$ cat config.mk
export PLATFORM = sky130hd
export DESIGN_NAME = bac_config
export DESIGN_NICKNAME = d
export VERILOG_FILES = /design/src/hw/bac_pkg.sv /design/src/hw/bac_addr_fix.sv /design/src/hw/bac_config.sv
export VERILOG_INCLUDE_DIRS = /design/src /design/src/hw
export SDC_FILE = /design/constraint.sdc
export NUM_CORES = 1
export LEC_CHECK = 0
export BUFFER_PORTS_ARGS = -buffer_cell sky130_fd_sc_hd__clkbuf_2
export CAP_MARGIN = 10
export CORE_ASPECT_RATIO = 0.7
export CORE_MARGIN = 1.5
export CORE_UTILIZATION = 40
export DETAILED_ROUTE_END_ITERATION = 7
export GPL_ROUTABILITY_DRIVEN = 0
export SYNTH_ARGS = -nofsm -noshare
export SYNTH_HDL_FRONTEND = slang
export SYNTH_SLANG_ARGS = --single-unit
$ cat constraint.sdc
create_clock -name clk -period 3.1 [get_ports clk]
set_input_delay 0.31 -clock clk [delete_from_list [all_inputs] [get_ports clk]]
set_output_delay 0.31 -clock clk [all_outputs]
set_load 0.02 [all_outputs]
$ cat src/hw/bac_defs.svh
// constants for the bus address and sync configuration block
`ifndef BAC_DEFS_SVH
`define BAC_DEFS_SVH

// ----------------------------------------------------------------
// address range and factory values
// ----------------------------------------------------------------
`define BAC_ADDR_W        7
`define BAC_ADDR_MIN      7'h01
`define BAC_ADDR_MAX      7'h7E
`define BAC_ADDR_CH1_RST  7'h7E
`define BAC_ADDR_CH2_RST  7'h7D
`define BAC_ADDR_STEP     7'h01

// ----------------------------------------------------------------
// switch fields
// ----------------------------------------------------------------
`define BAC_ASW_W         6
`define BAC_SYNC_S1       0
`define BAC_SYNC_S2       1

// ----------------------------------------------------------------
// sync and timing
// ----------------------------------------------------------------
`define BAC_FREQ_W        16
`define BAC_SYNC_MIN_HZ   16'h0032
`define BAC_EXC_W         3
`define BAC_CLK_HZ        10000000
`define BAC_SETTLE_US     1000
`define BAC_SETTLE_CYC    (`BAC_SETTLE_US * (`BAC_CLK_HZ / 1000000))

`endif

$ cat src/hw/bac_pkg.sv
// types shared by the bus address and sync configuration block
package bac_pkg;

	// ----------------------------------------------------------------
	// switch-selected sync modes, code is {s1, s2}
	// ----------------------------------------------------------------
	typedef enum logic [1:0] {
		BAC_SYNC_INDEP = 2'b00,  // both independent
		BAC_SYNC_M_S   = 2'b01,  // ch1 master, ch2 slave
		BAC_SYNC_S_I   = 2'b10,  // ch1 slave, ch2 independent
		BAC_SYNC_S_S   = 2'b11   // both slave
	} bac_sync_e;

	// per channel role
	typedef enum logic [1:0] {
		BAC_ROLE_INDEP  = 2'b00,
		BAC_ROLE_MASTER = 2'b01,
		BAC_ROLE_SLAVE  = 2'b10
	} bac_role_e;

	// power-up sequence
	typedef enum logic [0:0] {
		BAC_ST_SETTLE = 1'b0,  // waiting for switches to settle
		BAC_ST_RUN    = 1'b1   // settings frozen
	} bac_state_e;

	typedef logic [6:0] bac_addr_t;

	// role of one channel for a given switch mode
	function automatic bac_role_e bac_chan_role(input bac_sync_e mode, input logic is_ch2);
		unique case (mode)
			BAC_SYNC_INDEP: bac_chan_role = BAC_ROLE_INDEP;
			BAC_SYNC_M_S:   bac_chan_role = is_ch2 ? BAC_ROLE_SLAVE : BAC_ROLE_MASTER;
			BAC_SYNC_S_I:   bac_chan_role = is_ch2 ? BAC_ROLE_INDEP : BAC_ROLE_SLAVE;
			BAC_SYNC_S_S:   bac_chan_role = BAC_ROLE_SLAVE;
		endcase
	endfunction

endpackage

$ cat src/hw/bac_addr_fix.sv
// range check and parity correction of one software-written address
`include "bac_defs.svh"

module bac_addr_fix
	import bac_pkg::*;
(
	input  wire bac_addr_t wr_val,     // value written by software
	input  wire logic      is_ch2,     // target is channel 2
	input  wire logic      two_chan,   // unit has two channels
	output bac_addr_t      fixed_val,  // value to store
	output logic           in_range,   // value lies in the legal window
	output logic           corrected   // parity was wrong and got moved
);

	// ----------------------------------------------------------------
	// range and parity
	// ----------------------------------------------------------------
	// out-of-range values are refused, never clamped
	assign in_range = (wr_val >= `BAC_ADDR_MIN) && (wr_val <= `BAC_ADDR_MAX);

	// ch1 wants even, ch2 wants odd; single-channel units take any value
	assign corrected = two_chan && (is_ch2 ? !wr_val[0] : wr_val[0]);

	// ch1 moves up, ch2 moves down; in-range values stay inside 1..126 by construction
	assign fixed_val = !corrected ? wr_val :
		(is_ch2 ? bac_addr_t'(wr_val - `BAC_ADDR_STEP) : bac_addr_t'(wr_val + `BAC_ADDR_STEP));

endmodule

$ cat src/hw/bac_config.sv
// bus address and sync mode configuration for a one- or two-channel sensor controller
`include "bac_defs.svh"

module bac_config
	import bac_pkg::*;
#(
	parameter int SETTLE_CYCLES = `BAC_SETTLE_CYC  // settle wait before switches are sampled
)(
	input  wire logic                     clk,
	input  wire logic                     rst_n,
	input  wire logic [`BAC_ASW_W-1:0]    addr_sw,          // address switches, bit 0 is s1
	input  wire logic [1:0]               sync_sw,          // sync switches s1, s2
	input  wire logic                     two_chan_strap,   // unit fitted with two channels
	input  wire logic                     sw_addr_strap,    // addresses come from switches when two_chan_strap is also set
	input  wire logic                     wr_ch1,           // software address write, ch1
	input  wire logic                     wr_ch2,           // software address write, ch2
	input  wire bac_addr_t                wr_addr,          // written address
	input  wire logic                     sync_wr,          // attempt to set sync over the bus
	input  wire logic [`BAC_FREQ_W-1:0]   freq_hz_ch1,      // frequency response setting ch1
	input  wire logic [`BAC_FREQ_W-1:0]   freq_hz_ch2,      // frequency response setting ch2
	input  wire logic [`BAC_EXC_W-1:0]    exc_sel_ch1,      // own excitation choice ch1
	input  wire logic [`BAC_EXC_W-1:0]    exc_sel_ch2,      // own excitation choice ch2
	input  wire logic [`BAC_EXC_W-1:0]    ext_exc_sel,      // excitation of an outside master
	output bac_addr_t                     addr_ch1,
	output bac_addr_t                     addr_ch2,
	output logic                          cfg_valid,        // switches sampled, settings frozen
	output bac_sync_e                     sync_mode,
	output bac_role_e                     role_ch1,
	output bac_role_e                     role_ch2,
	output logic                          auto_recog_ch1,   // automatic sensor recognition allowed
	output logic                          auto_recog_ch2,
	output logic [`BAC_EXC_W-1:0]         exc_out_ch1,      // excitation actually used
	output logic [`BAC_EXC_W-1:0]         exc_out_ch2,
	output logic                          wr_ack,           // write stored
	output logic                          wr_fixed,         // stored value was parity-corrected
	output logic                          wr_refused,       // write dropped
	output logic                          sync_wr_refused   // bus sync write dropped
);

	// ----------------------------------------------------------------
	// elaboration check
	// ----------------------------------------------------------------
	if (SETTLE_CYCLES < 1 || SETTLE_CYCLES > 65535) begin : g_bad_settle
		$error("SETTLE_CYCLES must be 1..65535");
	end

	localparam int PIN_W = `BAC_ASW_W + 4;

	// ----------------------------------------------------------------
	// pin synchronisers
	// ----------------------------------------------------------------
	logic [PIN_W-1:0] pin_meta;   // first stage, read only by pin_sync
	logic [PIN_W-1:0] pin_sync;   // second stage

	// switches and straps are asynchronous pins
	always_ff @(posedge clk or negedge rst_n) begin
		if (!rst_n) begin
			pin_meta <= '0;
			pin_sync <= '0;
		end else begin
			pin_meta <= {sw_addr_strap, two_chan_strap, sync_sw, addr_sw};
			pin_sync <= pin_meta;
		end
	end

	// ----------------------------------------------------------------
	// power-up sequence
	// ----------------------------------------------------------------
	bac_state_e   state;          // settle or run
	logic [15:0]  settle_cnt;     // cycles waited so far
	logic         two_chan;       // latched strap
	logic         sw_mode;        // latched strap
	logic [`BAC_ASW_W-1:0] sw_val; // latched address switches

	// wait covers bounce and synchroniser fill before the one sample
	always_ff @(posedge clk or negedge rst_n) begin
		if (!rst_n) begin
			state      <= BAC_ST_SETTLE;
			settle_cnt <= 16'h0000;
		end else if (state == BAC_ST_SETTLE) begin
			if (settle_cnt == 16'(SETTLE_CYCLES - 1)) begin
				state <= BAC_ST_RUN;
			end else begin
				settle_cnt <= settle_cnt + 16'h0001;
			end
		end
	end

	logic sample;  // one-cycle sample strobe
	assign sample = (state == BAC_ST_SETTLE) && (settle_cnt == 16'(SETTLE_CYCLES - 1));

	// switch settings held until the next power cycle
	always_ff @(posedge clk or negedge rst_n) begin
		if (!rst_n) begin
			cfg_valid <= 1'b0;
			two_chan  <= 1'b0;
			sw_mode   <= 1'b0;
			sw_val    <= '0;
			sync_mode <= BAC_SYNC_INDEP;
		end else if (sample) begin
			cfg_valid <= 1'b1;
			sw_val    <= pin_sync[`BAC_ASW_W-1:0];
			two_chan  <= pin_sync[`BAC_ASW_W+2];
			sw_mode   <= pin_sync[`BAC_ASW_W+3];
			// no bus path can reach this register
			sync_mode <= bac_sync_e'({pin_sync[`BAC_ASW_W+`BAC_SYNC_S1],
				pin_sync[`BAC_ASW_W+`BAC_SYNC_S2]});
		end
	end

	// ----------------------------------------------------------------
	// address handling
	// ----------------------------------------------------------------
	bac_addr_t fix1_val;
	bac_addr_t fix2_val;
	logic      fix1_ok;
	logic      fix2_ok;
	logic      fix1_cor;
	logic      fix2_cor;

	bac_addr_fix u_fix1 (
		.wr_val    (wr_addr),
		.is_ch2    (1'b0),
		.two_chan  (two_chan),
		.fixed_val (fix1_val),
		.in_range  (fix1_ok),
		.corrected (fix1_cor)
	);

	bac_addr_fix u_fix2 (
		.wr_val    (wr_addr),
		.is_ch2    (1'b1),
		.two_chan  (two_chan),
		.fixed_val (fix2_val),
		.in_range  (fix2_ok),
		.corrected (fix2_cor)
	);

	logic      sw_pair;    // two-channel unit addressed by switches
	logic      wr_any;     // any address write this cycle
	logic      wr_good;    // write will be stored
	bac_addr_t sw_addr1;   // ch1 address from the switches
	logic      sw_pair_now;
	logic [`BAC_ASW_W-1:0] sw_now;

	assign sw_now      = pin_sync[`BAC_ASW_W-1:0];
	assign sw_pair_now = pin_sync[`BAC_ASW_W+2] && pin_sync[`BAC_ASW_W+3];
	assign sw_pair     = two_chan && sw_mode;
	assign wr_any      = wr_ch1 || wr_ch2;
	// ch1 wins when both strobes come together
	assign wr_good     = cfg_valid && !sw_pair && (wr_ch1 ? fix1_ok : fix2_ok);
	// all-off is the factory pair 126/125
	assign sw_addr1    = (sw_now == '0) ? `BAC_ADDR_CH1_RST : bac_addr_t'({sw_now, 1'b0});

	// addresses: switches at sample, software writes afterwards
	always_ff @(posedge clk or negedge rst_n) begin
		if (!rst_n) begin
			addr_ch1 <= `BAC_ADDR_CH1_RST;
			addr_ch2 <= `BAC_ADDR_CH2_RST;
		end else if (sample && sw_pair_now) begin
			addr_ch1 <= sw_addr1;
			addr_ch2 <= bac_addr_t'(sw_addr1 - `BAC_ADDR_STEP);
		end else if (wr_any && wr_good) begin
			if (wr_ch1) begin
				addr_ch1 <= fix1_val;
			end else begin
				addr_ch2 <= fix2_val;
			end
		end
	end

	// write answers, one cycle after the strobe
	always_ff @(posedge clk or negedge rst_n) begin
		if (!rst_n) begin
			wr_ack          <= 1'b0;
			wr_fixed        <= 1'b0;
			wr_refused      <= 1'b0;
			sync_wr_refused <= 1'b0;
		end else begin
			wr_ack          <= wr_any && wr_good;
			wr_fixed        <= wr_any && wr_good && (wr_ch1 ? fix1_cor : fix2_cor);
			wr_refused      <= wr_any && !wr_good;
			sync_wr_refused <= sync_wr;
		end
	end

	// ----------------------------------------------------------------
	// sync roles and excitation
	// ----------------------------------------------------------------
	logic      f1_ok;        // ch1 fast enough to sync
	logic      f2_ok;
	bac_role_e next_role1;
	bac_role_e next_role2;

	assign f1_ok = freq_hz_ch1 >= `BAC_SYNC_MIN_HZ;
	assign f2_ok = freq_hz_ch2 >= `BAC_SYNC_MIN_HZ;

	// slow channels fall back to independent rather than sync badly
	always_comb begin
		next_role1 = BAC_ROLE_INDEP;
		next_role2 = BAC_ROLE_INDEP;
		if (cfg_valid) begin
			next_role1 = f1_ok ? bac_chan_role(sync_mode, 1'b0) : BAC_ROLE_INDEP;
			if (two_chan && f2_ok) begin
				next_role2 = bac_chan_role(sync_mode, 1'b1);
			end
		end
	end

	// roles follow frequency settings, which may change at run time
	always_ff @(posedge clk or negedge rst_n) begin
		if (!rst_n) begin
			role_ch1       <= BAC_ROLE_INDEP;
			role_ch2       <= BAC_ROLE_INDEP;
			auto_recog_ch1 <= 1'b1;
			auto_recog_ch2 <= 1'b1;
		end else begin
			role_ch1       <= next_role1;
			role_ch2       <= next_role2;
			auto_recog_ch1 <= next_role1 != BAC_ROLE_SLAVE;
			auto_recog_ch2 <= next_role2 != BAC_ROLE_SLAVE;
		end
	end

	// a ch2 slave in master/slave mode takes exc_sel_ch1 even when ch1 is not master; any other slave follows the outside master
	always_ff @(posedge clk or negedge rst_n) begin
		if (!rst_n) begin
			exc_out_ch1 <= '0;
			exc_out_ch2 <= '0;
		end else begin
			exc_out_ch1 <= (next_role1 == BAC_ROLE_SLAVE) ? ext_exc_sel : exc_sel_ch1;
			if (next_role2 != BAC_ROLE_SLAVE) begin
				exc_out_ch2 <= exc_sel_ch2;
			end else if (sync_mode == BAC_SYNC_M_S) begin
				exc_out_ch2 <= exc_sel_ch1;
			end else begin
				exc_out_ch2 <= ext_exc_sel;
			end
		end
	end
endmodule

; Word-level counts from Yosys, hierarchy flattened
; Index checks and enable logic that the tools add are counted.
[totals]
wordCells = 86
register_bits = 72
[classes]
add_sub_neg = 4
mux = 21
n_eq_ne = 8
n_lt_le_gt_ge = 4
reduce_logical = 27
bitwise = 2
[ops]
columns = op, n
row1 = 7-bit two-way mux, 9
row2 = 16-bit by 6-bit greater-or-equal comparator with 1-bit output (second input constant), 2
row3 = 16-bit by 1-bit adder with 16-bit output (second input constant), 1
row4 = 16-bit by 14-bit equality test with 1-bit output (second input constant), 1
row5 = 7-bit by 1-bit subtractor with 7-bit output (second input constant), 2
row6 = 1-bit logical AND, 13
row7 = 3-bit two-way mux, 3
row8 = 2-bit two-way mux, 4
row9 = 7-bit by 1-bit adder with 7-bit output (second input constant), 1
row10 = 7-bit by 1-bit greater-or-equal comparator with 1-bit output (second input constant), 1
row11 = 7-bit less-or-equal comparator (second input constant), 1
row12 = 2-bit equality test (second input constant), 3
row13 = 6-bit zero test, 1
row14 = 2-bit case mux with 3 select lines, 1
row15 = 2-bit AND reduction, 3
row16 = 2-bit OR reduction, 3
row17 = 2-bit != test (second input constant), 2
row18 = 2-bit case mux with 2 select lines, 1
row19 = 2-bit nonzero test, 2
row20 = 1-bit zero test, 3
row21 = 1-bit two-way mux, 3
row22 = 2-bit by 1-bit equality test with 1-bit output (second input constant), 1
row23 = 2-bit zero test, 1
row24 = 2-bit by 1-bit != test with 1-bit output (second input constant), 1
row25 = other kinds (2), 3

; Longest topological paths before layout
[depth]
depth_word = 7
mapped_depth = 9

; Modules after synthesis
; From an unflattened synthesis, not the netlist that was laid out.
[unflattened]
cells_unflattened = 313
hier_area_um2 = 3598.5
[by_module_without_submodules]
columns = module, seq_area_each_um2, n_inst, cells_per_inst, area_each_um2
row1 = bac_config, 1794.2, 1, 227, 2950.3
row2 = bac_addr_fix, 0.0, 2, 43, 324.1

; Worst setup path before layout
; OpenSTA, ideal clock, no wires.
[synth_timing]
kind = flip-flop to flip-flop
start = reg settle_cnt[7]
end = reg addr_ch2[1]
stages_incl_launch_ff = 8
t_arrival_ns = 1.990
setup_time_ns = 0.125
synth_period_minus_slack_ns = 2.115
slack_ns = 0.985
required_ns = 2.975
path_cell_list = dfrtp_1 -> or4_4 -> nor4_2 -> and2_1 -> buf_6 -> and3_1 -> buf_6 -> mux2_2
[synth_between]
elab_chain_len = 5
elab_cells_between_ends = 7
cone_classes = eq/ne: 2 / mux: 1 / reduce/logical: 4
[synth_lines]
columns = item, line
row1 = from (decl), bac_config.sv:70  ; logic [15:0] settle_cnt;
row2 = from (signal assigned), bac_config.sv:84  ; settle_cnt <= settle_cnt + 16'h0001;
row3 = 16-bit by 14-bit equality test with 1-bit output *, bac_config.sv:90  ; assign sample = (state == BAC_ST_SETTLE) && (settle_cnt == 16'(SETTLE_CYCLES - 1));
row4 = 1-bit logical AND *, bac_config.sv:90
row5 = 1-bit logical AND *, bac_config.sv:160  ; end else if (sample && sw_pair_now) begin
row6 = 2-bit by 1-bit != test with 1-bit output (no source line) or 2-bit nonzero test (tied branches), n/a
row7 = 2-bit AND reduction (no source line), n/a
row8 = to (signal assigned), bac_config.sv:159  ; addr_ch2 <= `BAC_ADDR_CH2_RST;
row9 = to (signal assigned), bac_config.sv:162  ; addr_ch2 <= bac_addr_t'(sw_addr1 - `BAC_ADDR_STEP);
row10 = to (signal assigned), bac_config.sv:167  ; addr_ch2 <= fix2_val;
row11 = to (decl), bac_config.sv:25  ; output bac_addr_t addr_ch2,
; Mark *: on every way between the ends. The rest lies on a longest branch, timed or not.
; A chain may end at the register's enable or synchronous reset.

; Final worst setup path
[layout_timing]
start = reg settle_cnt[7]
end = reg addr_ch1[3]
[layout_between]
elab_chain_len = 5
elab_cells_between_ends = 7
cone_classes = eq/ne: 1 / mux: 1 / reduce/logical: 5
[layout_lines]
columns = item, line
row1 = 16-bit by 14-bit equality test with 1-bit output *, bac_config.sv:90
row2 = 1-bit logical AND *, bac_config.sv:90
row3 = 1-bit logical AND *, bac_config.sv:160
row4 = 2-bit nonzero test (no source line), n/a
row5 = 2-bit AND reduction (no source line), n/a
row6 = to (signal assigned), bac_config.sv:158  ; addr_ch1 <= `BAC_ADDR_CH1_RST;
row7 = to (signal assigned), bac_config.sv:161  ; addr_ch1 <= sw_addr1;
row8 = to (signal assigned), bac_config.sv:165  ; addr_ch1 <= fix1_val;
row9 = to (decl), bac_config.sv:24  ; output bac_addr_t addr_ch1,
; Marked as above.

==> results.md <==
- For this run, the total global-route usage over all layers was measured as 0.170.
- The per-cell routed wire length is ~14 microns.
- The total wire length is roughly 6.7 mm.
- The clock drives 71 sinks.
- Summing all non-filler instances in the final layout gives an area of 0.00407 sq mm.
- The final net count is roughly 430.
- The sequential-to-total area share from yosys stat is 0.563.
- STA classifies the critical path startpoint as a flip-flop.
- The setup slack on the worst flop-to-flop path is around 540 ps.
- From left edge to right edge, the die measures about 110 microns.
- The initial standard-cell utilization of the core is 0.409.
- The clock transition at the registers of the reported paths is ~60 ps.
- After synthesis, the cell types taking the most area are dfrtp_1 45%, dfstp_2 12%, mux2i_1 8.2%.
- The final critical path time including I/O delays and setup is roughly 2600 ps.
- Hold is met by ~92 ps.
- Counting the buffers created by CTS gives 9.
- The origin of the worst min-delay path is addr_sw[2].
- The critical path ends at addr_ch1[3].
- The total of max-cap violations is 0.
- The I/O pin count is between 90 and 100.
- Counting the fill cells in the layout gives approximately 710.
- In the final layout, the share of cells above drive strength 1 is 0.388.
- The gate count of the mapped netlist is around 260.
- The static leakage is 1.88 nW.
- The data required time of the worst path is around 3300 ps.
- The number of antenna violations at the first check in global routing is 0.
- VDD sags by at most around 0.26 mV.
- In this run the remaining antenna-violating nets after routing total 0.
- The final count of hold timing violations came to 0.
- In this run the standard cell core region covers a little under 0.008 sq mm.
- The sum of overflow across all layers after global routing is 0.
- The max-slew violation count is 0.
- The mean instance size in the synthesized netlist is 12.1 sq um.
- The clock root buffer master is clkbuf_16.
- The startpoint of the most critical register-to-register path is settle_cnt[7].
- The H-tree depth is 3.
- Tracing the worst setup path back leads to its startpoint at settle_cnt[7].
- The deepest clock path buffer count is 2.
- TritonCTS built the clock tree.
- The run finished with clean final reports.
- Of the post-synthesis cell area, the dominant cell type holds 0.447.
- The endpoint identified for the worst register-to-register timing path is addr_ch1[3].
- The area overhead of the layout relative to synthesis is 27.6%.
- Entering global routing, the biggest net connects 49 pins.
- At the pin with the least slew margin, the transition time is about 650 ps.
- The number of optimization iterations in the first detailed-route pass is 4.
- The synthesized area is between 0.003 and 0.004 sq mm.
- The number of cells on the worst reg-to-reg path is 6.
- After detailed placement, the total cell area comes to 0.00374 sq mm.
- Of all cell types, the one taking the most synthesized area is dfrtp_1.
- The number of antenna diodes in the final layout is 0.
- In this run the tightest slew margin relative to its limit is 0.566.
- For the final database, setup skew stands at just over 6 ps.
- The final routed DRC violation total is 0.
- The post-CTS setup-driven buffer insertion count is 0.
- In the final timing run, aggregate negative setup slack is 0 ps.
- The HPWL after detailed placement is 5.00 mm.
- The total nets after synthesis is around 330.
- At the worst endpoint, the arrival time is roughly 2800 ps.
- The via count of the first global-routing pass is 2304.
- In the finished design, the share of the clock period the worst path needs comes to 0.825.
- After detailed routing, the number of vias per cell comes to 4.86.
- After the first detailed-routing iteration, the DRC count stood at 52.
- The clock latency at the later pin of the worst-skew pair is roughly 320 ps.
- The number of buffers added on ports is between 90 and 100.
- Setup repair after global routing left no endpoint under its margin.
- The top achievable clock speed is slightly below 0.4 GHz.
- The power density over cell area is about 540 mW/mm^2.
- The highest net fanout along the worst path is 8.
- The first global-routing pass estimated 10.8 mm of wire.
- The full die area is about 0.0085 sq mm.
- The floorplan has 27 rows.
- The synthesis warning total is 0.
- The final number of setup-violating endpoints is 0.
- The count of cells resized by post-cts repair is 0.
- The critical path is of the reg -> reg type.
- The height of the chip is 77.7 microns.
- The flip-flop and latch count after synthesis is 71.
- STA classifies the critical path endpoint as a flip-flop.
- The detailed router placed between 2000 and 2500 vias in this run.
- The worst hold path class is in -> reg.
- The count of cell types in the netlist is 39.
[flip-flops by register name, summed over array words and instances (netlist names)]
name / flops
addr_ch2: 7
role_ch2: 1
auto_recog_ch2: 1
wr_fixed: 1
exc_out_ch2: 3
wr_refused: 1
settle_cnt: 16
addr_ch1: 7
wr_ack: 1
pin_meta: 10
state: 1
pin_sync: 10
sync_wr_refused: 1
sync_mode: 2
cfg_valid: 1
two_chan: 1
role_ch1: 2
sw_mode: 1
auto_recog_ch1: 1
exc_out_ch1: 3
[metrics by stage]
stage                util  worst slack, ps  cells  power (mW)
finish              0.521              544    470        2.19
detailed placement  0.480              562    453        1.14
global placement    0.480              622    453        1.14
global route        0.521              372    470        2.29
CTS                 0.521              529    470        2.22
floorplan               -              985    264        1.05
[cell usage in the layout, fill, tap and decap left out, types with 2 or more instances in the layout]
master,instances
a21oi_1,2
and3_1,5
buf_4,6
bufinv_16,2
clkbuf_16,9
clkbuf_2,91
clkinv_2,2
dfrtp_1,57
dfstp_2,14
ha_1,6
inv_1,7
mux2_2,11
mux2i_1,26
nand2_1,14
nand3_1,8
nand4_1,10
nand4b_1,2
nor2_1,23
nor2b_1,2
nor3_1,8
nor3b_1,4
nor4_1,7
o21ai_0,4
o311ai_0,2
xnor2_1,20
xor2_1,9
[how the worst min path moves through the flow]
stage	cells past startpoint	slack (ps)	endpoint
finish	1	90	pin_meta[2]
global route	1	70	pin_meta[2]
global placement	2	320	pin_sync[5]
floorplan	0	10	addr_ch1[0]
detailed placement	2	320	pin_sync[5]
CTS	1	80	pin_meta[2]
[power breakdown]
group	switching [mW]	internal, mW
Sequential	0.0136	0.961
Combinational	0.0850	0.0628
Clock	0.368	0.702
[Yosys cell counts]
cell type / count
dfrtp_1: 57
nor3_1: 8
o21bai_1: 1
and2_1: 1
buf_6: 2
nand4b_1: 2
or2b_2: 1
nor3b_1: 4
a21oi_1: 2
nor2_1: 23
nor4_1: 7
and3_1: 5
buf_4: 1
or4_1: 1
or2_2: 1
buf_12: 1
mux2_2: 11
a221o_1: 1
nand3_1: 8
o311ai_0: 2
nand2b_1: 1
inv_1: 7
mux2i_1: 26
clkbuf_1: 2
xnor2_1: 20
nor2b_1: 2
xor2_1: 9
nor3_4: 1
or4_4: 1
ha_1: 6
nand2_1: 14
dfstp_2: 14
nor4_2: 1
conb_1: 1
o21ai_0: 4
buf_2: 4
and4b_1: 1
nand4_1: 10
or3_1: 1
[timing repair]
action,CTS,global route
endpoints found under the setup margin,0,0
hold endpoints to repair,13,0
hold buffers,1,0
[logic make-up after synthesis]
family | after synthesis | share of synthesized area
simple gates | 93 | 0.159
other cells | 1 | 0.00118
flops | 71 | 0.563
fa+ha+maj | 6 | 0.0235
xor+xnor | 29 | 0.0797
mux | 37 | 0.120
buf+inv | 17 | 0.0326
compound gates | 10 | 0.0204
[cell type report]
cell class,count,area [sq um],share of cell area
clock buffers,10,229,0.0563
clock inverters,6,86.3,0.0212
inverters,7,26.3,0.00646
multi-input cells,176,1290,0.317
flip-flops and latches,71,1790,0.441
well taps,101,126,0.0311
repair buffers,99,515,0.127
[worst max-delay path, cell delays in order, from the launching register on]
cell and delay (ps):
dfrtp_1 420, or4_4 560, nor4_2 220, and2_1 300
and3_1 500, buf_4 280, mux2i_1 210
[per-layer routing]
metal	vias up	GRT usage	part of all wire
li1	1116	-	-
met1	1088	0.228	0.48
met2	73	0.267	0.45
met3	5	0.0454	0.061
met4	0	0.0519	0.0065
met5	-	0	0
Power figures use the tool's default switching activity.
